**src/logic/trip_pkg.sv**
```systemverilog
// Constants shared by the differential trip logic and its helper modules.
// Assumes a 20 MHz core clock and signed 16-bit current samples per side.
package trip_pkg;

   // ==========================================================
   // Clock and timing
   localparam int CLK_HZ = 20_000_000;
   localparam int SLOW_DELAY_MS = 100;
   localparam int FAST_DELAY_MS = 40;
   localparam int POWER_CYCLE_MS = 20;
   localparam int SAT_INTERVAL_MS = 5;
   localparam int SLOW_DELAY_CYC = CLK_HZ / 1000 * SLOW_DELAY_MS;
   localparam int FAST_DELAY_CYC = CLK_HZ / 1000 * FAST_DELAY_MS;
   localparam int POWER_CYCLE_CYC = CLK_HZ / 1000 * POWER_CYCLE_MS;
   localparam int SAT_INTERVAL_CYC = CLK_HZ / 1000 * SAT_INTERVAL_MS;
   localparam int TIMER_W = 24;

   // ==========================================================
   // Current scaling: sample counts that equal relay rated current, and the saturation slope limit.
   localparam logic [15:0] RATED_1A_COUNTS = 16'h0400;
   localparam logic [15:0] RATED_5A_COUNTS = 16'h1400;
   localparam logic [16:0] SAT_RATE_LIMIT = 17'h00200;

   // ==========================================================
   // Characteristics, in per mille or percent of rated, or percent of stabilizing
   localparam int FINE_BASE_PERMIL = 50;
   localparam int FINE_STEP_PERMIL = 25;
   localparam int FINE_BIAS_PCT = 10;
   localparam int COARSE_PICKUP_PCT = 100;
   localparam int COARSE_BIAS_PCT = 60;

   // ==========================================================
   // Register map, byte addresses on the Wishbone slave
   localparam logic [4:0] ADDR_CTRL = 5'h00;
   localparam logic [4:0] ADDR_STATUS = 5'h04;
   localparam logic [4:0] ADDR_DIFF_A = 5'h08;
   localparam logic [4:0] ADDR_DIFF_B = 5'h0c;
   localparam logic [4:0] ADDR_DIFF_C = 5'h10;
   localparam logic [4:0] ADDR_TRIPS = 5'h14;
   localparam logic [4:0] ADDR_SAT = 5'h18;

   // CTRL fields
   localparam int CTRL_STEP_LSB = 0;
   localparam int CTRL_SAT_BIT = 4;
   localparam int CTRL_RATED5_BIT = 5;
   localparam int CTRL_ACK_BIT = 8;
   localparam logic [5:0] CTRL_RESET = 6'h00;

   // STATUS fields
   localparam int STAT_FAULT_LSB = 0;
   localparam int STAT_TRIP_BIT = 3;
   localparam int STAT_COARSE_BIT = 4;
   localparam int STAT_READY_BIT = 5;
   localparam int STAT_BLOCK_LSB = 8;
   localparam int STAT_TRANS_LSB = 12;

endpackage

```
**src/logic/differential_trip_logic.sv**
```systemverilog
// Top of the three-phase biased differential trip logic with its Wishbone
// register slave, per-phase trip timers and latched indicators.
// Assumes current samples and the operator button are synchronous.
//
// Summary of operation
// - Per phase differential and stabilizing quantities.
// - Differential is star side minus outgoing.
// - Fine pickup 5 to 42.5 percent, 2.5 steps.
// - Fine: above pickup and 10 percent bias.
// - Coarse: 100 percent pickup, 60 percent bias.
// - Detected transient selects coarse when detector fitted.
// - Up to rated current, trip after 100 ms.
// - Above rated current, trip after 40 ms.
// - Detector works on each phase separately.
// - Steep slope starts saturation, sign classifies.
// - One event per cycle DC, two AC.
// - Only external faults block the trip.
// - DC saturation blocks fully until released.
// - AC saturation blocks only saturated intervals.
// - Three phase fault indicators and trip indicator.
// - Coarse indicator lit while coarse is active.
// - Ready indicator with supply present.
// - Reset button clears latched indicators.
// - Quantities scaled to 1 A or 5 A.
// - Faulted phase is stored until acknowledged.
module differential_trip_logic
   import trip_pkg::*;
#(
   parameter int SLOW_CYC = trip_pkg::SLOW_DELAY_CYC,
   parameter int FAST_CYC = trip_pkg::FAST_DELAY_CYC,
   parameter int CYCLE_CYC = trip_pkg::POWER_CYCLE_CYC,
   parameter int INTERVAL_CYC = trip_pkg::SAT_INTERVAL_CYC
)(
   // Clock and reset
   input wire logic i_core_clk,
   input wire logic i_nrst,
   // Wishbone classic slave
   input wire logic i_wb_cyc,
   input wire logic i_wb_stb,
   input wire logic i_wb_we,
   input wire logic [4:0] i_wb_adr,
   input wire logic [3:0] i_wb_sel,
   input wire logic [31:0] i_wb_dat,
   output logic [31:0] o_wb_dat,
   output logic o_wb_ack,
   // Current samples, star side and outgoing side
   input wire logic i_sample_valid,
   input wire logic signed [15:0] i_star_a,
   input wire logic signed [15:0] i_out_a,
   input wire logic signed [15:0] i_star_b,
   input wire logic signed [15:0] i_out_b,
   input wire logic signed [15:0] i_star_c,
   input wire logic signed [15:0] i_out_c,
   // Operator panel
   input wire logic i_aux_supply_voltage,
   input wire logic i_reset_button,
   // Indicators and trip command
   output logic o_phase_a_fault_indicator,
   output logic o_phase_b_fault_indicator,
   output logic o_phase_c_fault_indicator,
   output logic o_trip,
   output logic o_coarse_indicator,
   output logic o_ready
);
   // ==========================================================
   // State
   typedef struct packed {
      logic [5:0] ctrl;
      logic ack;
      logic [31:0] rdata;
      logic [2:0][TIMER_W-1:0] timer;
      logic [2:0] fault;
      logic trip;
      logic coarse;
      logic ready;
      logic [15:0] trips;
   } top_state_t;

   top_state_t st_q, st_d;

   logic [2:0] operate, over_rated, block, transient, external;
   logic signed [15:0] star [3];
   logic signed [15:0] outg [3];
   logic [2:0][16:0] diff_mag;
   logic [15:0] rated;
   logic sat_fitted;
   logic bus_req, bus_wr, ack_req, clear;
   logic [TIMER_W-1:0] limit;

   assign star[0] = i_star_a;
   assign star[1] = i_star_b;
   assign star[2] = i_star_c;
   assign outg[0] = i_out_a;
   assign outg[1] = i_out_b;
   assign outg[2] = i_out_c;

   assign sat_fitted = st_q.ctrl[CTRL_SAT_BIT];
   assign rated = st_q.ctrl[CTRL_RATED5_BIT] ? RATED_5A_COUNTS :
      RATED_1A_COUNTS;

   // ==========================================================
   // Per-phase measurement and saturation detection
   genvar ph;
   generate
      for (ph = 0; ph < 3; ph++) begin : g_phase
         logic signed [16:0] diff;

         phase_quantities u_quant (
            .i_core_clk(i_core_clk),
            .i_nrst(i_nrst),
            .i_valid(i_sample_valid),
            .i_star(star[ph]),
            .i_out(outg[ph]),
            .i_step(st_q.ctrl[CTRL_STEP_LSB +: 4]),
            .i_coarse(st_q.coarse),
            .i_rated(rated),
            .o_diff(diff),
            .o_diff_mag(diff_mag[ph]),
            .o_operate(operate[ph]),
            .o_over_rated(over_rated[ph])
         );

         saturation_detector #(
            .CYCLE_CYC(CYCLE_CYC),
            .INTERVAL_CYC(INTERVAL_CYC)
         ) u_sat (
            .i_core_clk(i_core_clk),
            .i_nrst(i_nrst),
            .i_enable(sat_fitted),
            .i_valid(i_sample_valid),
            .i_diff(diff),
            .o_transient(transient[ph]),
            .o_block(block[ph]),
            .o_external(external[ph])
         );
      end
   endgenerate

   // ==========================================================
   // Bus decode
   assign bus_req = i_wb_cyc && i_wb_stb && !st_q.ack;
   assign bus_wr = bus_req && i_wb_we;
   assign ack_req = bus_wr && (i_wb_adr == ADDR_CTRL) && i_wb_sel[1] &&
      i_wb_dat[CTRL_ACK_BIT];
   // Either the panel button or software may acknowledge.
   assign clear = i_reset_button || ack_req;

   // ==========================================================
   // Next state
   always_comb begin
      st_d = st_q;
      limit = '0;
      st_d.ack = bus_req;
      st_d.ready = i_aux_supply_voltage;

      // Coarse only when the detector is fitted and sees a transient.
      st_d.coarse = sat_fitted && (transient != 3'b000);

      if (clear) begin
         st_d.fault = 3'b000;
         st_d.trip = 1'b0;
      end

      for (int i = 0; i < 3; i++) begin
         limit = over_rated[i] ? TIMER_W'(FAST_CYC - 1) :
            TIMER_W'(SLOW_CYC - 1);
         if (operate[i] && !block[i]) begin
            if (st_q.timer[i] >= limit) begin
               // Trip wins over a simultaneous acknowledge.
               st_d.fault[i] = 1'b1;
               st_d.trip = 1'b1;
            end else begin
               st_d.timer[i] = st_q.timer[i] + 1'b1;
            end
         end else begin
            st_d.timer[i] = '0;
         end
      end

      // A clear and a new trip in one cycle leave the new trip counted.
      if (bus_wr && i_wb_adr == ADDR_TRIPS && i_wb_sel[0])
         st_d.trips = '0;
      if (st_d.trip && !st_q.trip && st_d.trips != 16'hffff)
         st_d.trips = st_d.trips + 1'b1;

      if (bus_wr && i_wb_adr == ADDR_CTRL && i_wb_sel[0])
         st_d.ctrl = i_wb_dat[5:0];

      st_d.rdata = '0;
      if (bus_req && !i_wb_we) begin
         unique case (i_wb_adr)
            ADDR_CTRL:
               st_d.rdata[5:0] = st_q.ctrl;
            ADDR_STATUS: begin
               st_d.rdata[STAT_FAULT_LSB +: 3] = st_q.fault;
               st_d.rdata[STAT_TRIP_BIT] = st_q.trip;
               st_d.rdata[STAT_COARSE_BIT] = st_q.coarse;
               st_d.rdata[STAT_READY_BIT] = st_q.ready;
               st_d.rdata[STAT_BLOCK_LSB +: 3] = block;
               st_d.rdata[STAT_TRANS_LSB +: 3] = transient;
            end
            ADDR_DIFF_A:
               st_d.rdata[16:0] = diff_mag[0];
            ADDR_DIFF_B:
               st_d.rdata[16:0] = diff_mag[1];
            ADDR_DIFF_C:
               st_d.rdata[16:0] = diff_mag[2];
            ADDR_TRIPS:
               st_d.rdata[15:0] = st_q.trips;
            ADDR_SAT:
               st_d.rdata[2:0] = external;
            default:
               st_d.rdata = '0;
         endcase
      end
   end

   // ==========================================================
   // Registers
   always_ff @(posedge i_core_clk) begin
      if (!i_nrst) begin
         st_q <= '0;
         st_q.ctrl <= CTRL_RESET;
      end else begin
         st_q <= st_d;
      end
   end

   // ==========================================================
   // Outputs, all straight from flip-flops
   assign o_wb_ack = st_q.ack;
   assign o_wb_dat = st_q.rdata;
   assign o_phase_a_fault_indicator = st_q.fault[0];
   assign o_phase_b_fault_indicator = st_q.fault[1];
   assign o_phase_c_fault_indicator = st_q.fault[2];
   assign o_trip = st_q.trip;
   assign o_coarse_indicator = st_q.coarse;
   assign o_ready = st_q.ready;
endmodule

```
**src/logic/phase_quantities.sv**
```systemverilog
// Forms one phase's differential and stabilizing quantities and compares
// them against the fine or coarse characteristic.
// Assumes both side samples are signed, in the same scale, taken together.
module phase_quantities
   import trip_pkg::*;
(
   // Clock and reset
   input wire logic i_core_clk,
   input wire logic i_nrst,
   // Samples
   input wire logic i_valid,
   input wire logic signed [15:0] i_star,
   input wire logic signed [15:0] i_out,
   // Settings
   input wire logic [3:0] i_step,
   input wire logic i_coarse,
   input wire logic [15:0] i_rated,
   // Results
   output logic signed [16:0] o_diff,
   output logic [16:0] o_diff_mag,
   output logic o_operate,
   output logic o_over_rated
);
   typedef struct packed {
      logic signed [16:0] diff;
      logic [16:0] mag;
      logic [16:0] stab;
   } pq_state_t;

   pq_state_t st_q, st_d;
   logic [16:0] mag_star, mag_out;
   logic [31:0] lhs_pick, rhs_pick, lhs_bias, rhs_bias;

   always_comb begin
      st_d = st_q;
      mag_star = i_star[15] ? 17'(-32'(i_star)) : 17'(i_star);
      mag_out = i_out[15] ? 17'(-32'(i_out)) : 17'(i_out);
      if (i_valid) begin
         st_d.diff = 17'(i_star) - 17'(i_out);
         st_d.mag = st_d.diff[16] ? 17'(-st_d.diff) : 17'(st_d.diff);
         st_d.stab = 17'((18'(mag_star) + 18'(mag_out)) >> 1);
      end
      // Fixed-point compares avoid a divider: both sides are scaled up.
      if (i_coarse) begin
         lhs_pick = 32'(st_q.mag) * 32'(100);
         rhs_pick = 32'(i_rated) * 32'(COARSE_PICKUP_PCT);
         rhs_bias = 32'(st_q.stab) * 32'(COARSE_BIAS_PCT);
      end else begin
         lhs_pick = 32'(st_q.mag) * 32'(1000);
         rhs_pick = 32'(i_rated) *
            (32'(FINE_BASE_PERMIL) + 32'(FINE_STEP_PERMIL) * 32'(i_step));
         rhs_bias = 32'(st_q.stab) * 32'(FINE_BIAS_PCT);
      end
      lhs_bias = 32'(st_q.mag) * 32'(100);
   end

   always_ff @(posedge i_core_clk) begin
      if (!i_nrst)
         st_q <= '0;
      else
         st_q <= st_d;
   end

   assign o_diff = st_q.diff;
   assign o_diff_mag = st_q.mag;
   assign o_operate = (lhs_pick > rhs_pick) && (lhs_bias > rhs_bias);
   assign o_over_rated = st_q.mag > 17'(i_rated);
endmodule

```
**src/logic/saturation_detector.sv**
```systemverilog
// Watches one phase's differential current for steep slopes that mark
// transformer saturation, classifies it and decides when to block.
// Assumes a new differential value on each valid strobe.
module saturation_detector
   import trip_pkg::*;
#(
   parameter int CYCLE_CYC = POWER_CYCLE_CYC,
   parameter int INTERVAL_CYC = SAT_INTERVAL_CYC
)(
   input wire logic i_core_clk,
   input wire logic i_nrst,
   input wire logic i_enable,
   input wire logic i_valid,
   input wire logic signed [16:0] i_diff,
   output logic o_transient,
   output logic o_block,
   output logic o_external
);
   typedef struct packed {
      logic signed [16:0] prev;
      logic [TIMER_W-1:0] win;
      logic [TIMER_W-1:0] gap;
      logic [1:0] events;
      logic active;
      logic external;
      logic ac;
   } sat_state_t;

   sat_state_t st_q, st_d;
   logic signed [17:0] slope;
   logic [17:0] slope_mag;
   logic steep;

   always_comb begin
      st_d = st_q;
      slope = 18'(i_diff) - 18'(st_q.prev);
      slope_mag = slope[17] ? 18'(-slope) : 18'(slope);
      steep = i_enable && i_valid && (slope_mag > 18'(SAT_RATE_LIMIT));
      if (i_valid)
         st_d.prev = i_diff;
      if (st_q.gap != '0)
         st_d.gap = st_q.gap - 1'b1;
      if (st_q.win == TIMER_W'(CYCLE_CYC - 1)) begin
         st_d.win = '0;
         st_d.events = '0;
         // A quiet power cycle ends the transient.
         if (st_q.events == 2'd0) begin
            st_d.active = 1'b0;
            st_d.external = 1'b0;
            st_d.ac = 1'b0;
         end else begin
            st_d.ac = st_q.events >= 2'd2;
         end
      end else begin
         st_d.win = st_q.win + 1'b1;
      end
      if (steep) begin
         st_d.active = 1'b1;
         st_d.gap = TIMER_W'(INTERVAL_CYC);
         if (st_d.events != 2'd3)
            st_d.events = st_d.events + 1'b1;
         // Slope in the same sense as the current: internal fault.
         st_d.external = slope[17] != i_diff[16];
      end
      if (!i_enable)
         st_d = '{prev: st_d.prev, default: '0};
   end

   always_ff @(posedge i_core_clk) begin
      if (!i_nrst)
         st_q <= '0;
      else
         st_q <= st_d;
   end

   assign o_transient = st_q.active;
   assign o_external = st_q.external;
   assign o_block = st_q.active && st_q.external &&
      (!st_q.ac || (st_q.gap != '0));
endmodule

```
**config.mk**
```make
export PLATFORM = sky130hd
export DESIGN_NAME = differential_trip_logic
export DESIGN_NICKNAME = d
export VERILOG_FILES = /design/src/logic/trip_pkg.sv /design/src/logic/differential_trip_logic.sv /design/src/logic/phase_quantities.sv /design/src/logic/saturation_detector.sv
export SDC_FILE = /design/constraint.sdc
export NUM_CORES = 2
export LEC_CHECK = 0
export BUFFER_PORTS_ARGS = -buffer_cell sky130_fd_sc_hd__buf_2
export CAP_MARGIN = 0
export CORE_MARGIN = 10
export CORE_UTILIZATION = 40
export DETAILED_ROUTE_END_ITERATION = 10
export GPL_TIMING_DRIVEN = 0
export MAX_ROUTING_LAYER = met4
export PLACE_DENSITY = 0.55
export SETUP_SLACK_MARGIN = 0.4
export SLEW_MARGIN = 40
export SYNTH_ARGS = -nofsm -noshare
export SYNTH_HDL_FRONTEND = slang
export SYNTH_SLANG_ARGS = --single-unit
```
**constraint.sdc**
```tcl
create_clock -name i_core_clk -period 10.15 [get_ports i_core_clk]
set_input_delay 0.5075 -clock i_core_clk [delete_from_list [all_inputs] [get_ports i_core_clk]]
set_output_delay 0.5075 -clock i_core_clk [all_outputs]
set_load 0.05 [all_outputs]
```
==> impl_results.md <==
* Core area at 135000 sq um
* Slowest cell on crit path: dfxtp_1
* Design area at 59500 sq um
* Post-synthesis cell type count at 94
* Final Hold Fails at 0
* Drt wl/cell at 19.1 um
* Worst setup EP type: register
* Syn Std Cell Area at 54400 sq um
* Number of flops mapped to enable cells by yosys at 0
* Ports at 184
* Die footprint at 151000 sq um
* Port Buffers at 139
* Vias in the first global route at 45.3k
* Pwr dens at 218 nW/um^2
* Least-Margin Pin Slew at 0.920 ns
* Clock Tree Buf Depth at 3
* Top cells by area, synth: ha_1 19%, dfxtp_1 18%, fa_1 12%
* Register bit total from synthesis at 478
* Top delay family on crit path: compound AO/OA/AOI/OAI gates
* Worst Slack Setup Final at 0.724 ns
* Fin. max-slew vios at 0
* Critical Path RT at 10.66 ns
* Relative slew slack at 0.387
* Crit path DAT at 9.93 ns
* Final ANT Viol Nets at 0
* Fin crit period at 9.43 ns
* Setup WS pre-CTS at 1.04 ns
* Largest net degree at the start of global routing at 19
* Cells after Synth at 6522
* Most common cell on crit path: ha_1
* WL final at 164 mm
* Setup TNS at 0 ns
* Tot Pwr at 13.0 mW
* CTS Sinks at 478
* CTS Buf Count at 55
* Most used flip-flop cell after synthesis: dfxtp_1
* Setup violators final at 0
* Initial core utilization at 0.402
* Sequential fraction of the synthesis area at 0.176
* Final Cycle Share at 0.929
* TritonRoute pass-1 iters at 6
* Iteration-0 DRC Markers at 2939
* WP buf/inv at 5
* Final nets at 8012
* Post-CTS Repair Setup Buffers at 0
* Top cells by count, synth: 808 x ha_1, 723 x nor2_1, 639 x inv_1
* Grt ovf at 0
* Die W at 389 um
* Peak VDD IR at 0.174 mV
* Reg clk slew, reported paths at 0.07 ns
* Vias post-DR at 46.5k
* Worst-path fanout max at 11
* CP peak stage delay at 0.86 ns
* Post-synth top area cell: ha_1
* Wire length of the first global-routing pass at 257 mm
* Placer Congestion at 0.958
* CTS resizes at 0
* Placed Area at 57600 sq um
* Clk root buf: clkbuf_16
* WS Path Type: register to register
* Final HPWL DP at 135 mm
* Drt drc at 0
* Vias per std cell at 5.43
* Fmax at 106 MHz
* # rows at 135
* H-tree depth at 2
* CTS tree: yes
* FFs w/ async S/R, synth at 0
* RSZ-0062 raised after global routing: false
* Total GRT Usage at 0.216
* Crit start category: register
* Mean Syn Cell Area at 8.34 sq um
* Max-cap violation count at 0
* Fraction of layout instances using a drive strength above 1 at 0.0575
* Count leader, synth: ha_1
* Final clock skew at 0.0785 ns
* Yosys warning count at 0
* Yosys top cell area share at 0.186
* Tightest Hold Check Type: input pin to register
* Synth-to-layout area growth at 9.30%
* Antenna violations before repair at 4
* Worst skew pair latency at 0.70 ns
* Hold bufs inserted after CTS at 0
* Pleak at 27.0 nW
* DIE HEIGHT at 389 um
* Status: completed
==> flip-flops by register name, summed over array words and instances, names as in the netlist, 3 cells and up <==
register	cells
st_q	93
g_phase.u_quant.st_q	51
g_phase.u_sat.o_transient	3
g_phase.u_quant.o_diff	48
g_phase.u_sat.st_q	204
g_phase.u_quant.o_diff_mag	51
g_phase.u_sat.o_external	3
o_wb_dat	17
==> stage by stage <==
stage | instances | util | hold WS (ns)
4_1_cts | 8566 | 0.439 | 0.0517
6_report | 8568 | 0.440 | 0.0926
5_1_grt | 8566 | 0.440 | 0.0591
2_1_floorplan | 6542 | - | 0.426
3_3_place_gp | 8462 | 0.424 | 0.445
3_5_place_dp | 8465 | 0.426 | 0.454
==> layer usage <==
metal,share of wire,vias to the layer above,GRT usage
li1,-,23200,-
met2,0.45,945,0.344
met3,0.050,192,0.0320
met4,0.022,0,0.0472
met5,0,-,-
met1,0.48,22200,0.290
==> area by class of cell <==
type,count,area (sq um)
Inverter,639,2400
Clock inverter,28,329
Sequential cell,478,9570
Antenna cell,2,5.00
Tap cell,1781,2230
Timing Repair Buffer,142,762
Fill cell,13500,75800
Multi-Input combinational cell,5250,41800
Buffer,175,842
Clock buffer,73,1520
==> path summary, 6_finish.rpt <==
kind                            depth (start not counted)                                           from  slack (ns)                                   end
worst min-delay path                                    2                           i_aux_supply_voltage        0.09                    o_ready$_SDFF_PN0_
worst max register to register                         30  g_phase[2].u_quant.o_diff_mag[0]$_SDFFE_PN0P_        0.72                    st_q[1]$_SDFF_PN0_
worst min register to register                          1           g_phase[2].u_sat.st_q[29]$_SDFF_PP0_        0.46  g_phase[2].u_sat.st_q[29]$_SDFF_PP0_
worst max-delay path                                   30  g_phase[2].u_quant.o_diff_mag[0]$_SDFFE_PN0P_        0.72                    st_q[1]$_SDFF_PN0_
==> cell families (layout without fill, tap and decap cells) <==
family / Yosys count / in the layout / synth area share
flip-flops: 478 / 478 / 0.176
AND/OR/NAND/NOR: 1964 / 1964 / 0.173
adder cells (fa/ha/maj): 1126 / 1126 / 0.303
buffers and inverters: 814 / 1057 / 0.0587
AO/OA/AOI/OAI: 1382 / 1382 / 0.163
XOR/XNOR: 575 / 575 / 0.0926
other: 1 / 23 / 0.0000689
multiplexers: 182 / 182 / 0.0338
==> layout by cell type, fill, tap and decap left out, drive strengths merged, types with 72 or more instances in the layout <==
cell	Yosys	layout
nand2	383	383
nor3	123	123
buf	58	199
or3	72	72
nand3	164	164
mux2i	168	168
a21oi	379	379
a211oi	74	74
a21o	122	122
xnor2	379	379
dfxtp	478	478
nor2	733	733
inv	639	641
xor2	196	196
fa	318	318
nor2b	72	72
ha	808	808
o21ai	334	334
clkbuf	117	191
==> worst register-to-register path, delay by kind of cell (launching register included) <==
family	cells	cell delay, ns
buf+inv	5	1.23
compound gates	12	3.55
mux	1	0.22
simple gates	6	1.11
fa+ha+maj	6	2.30
flops	1	0.86
==> power breakdown <==
group / switching (mW) / leakage, nW / internal, mW
logic: 5.02 / 22.2 / 3.68
registers: 0.276 / 3.89 / 1.98
clock network: 0.877 / 0.907 / 1.15
Power figures use the tool's default switching activity.
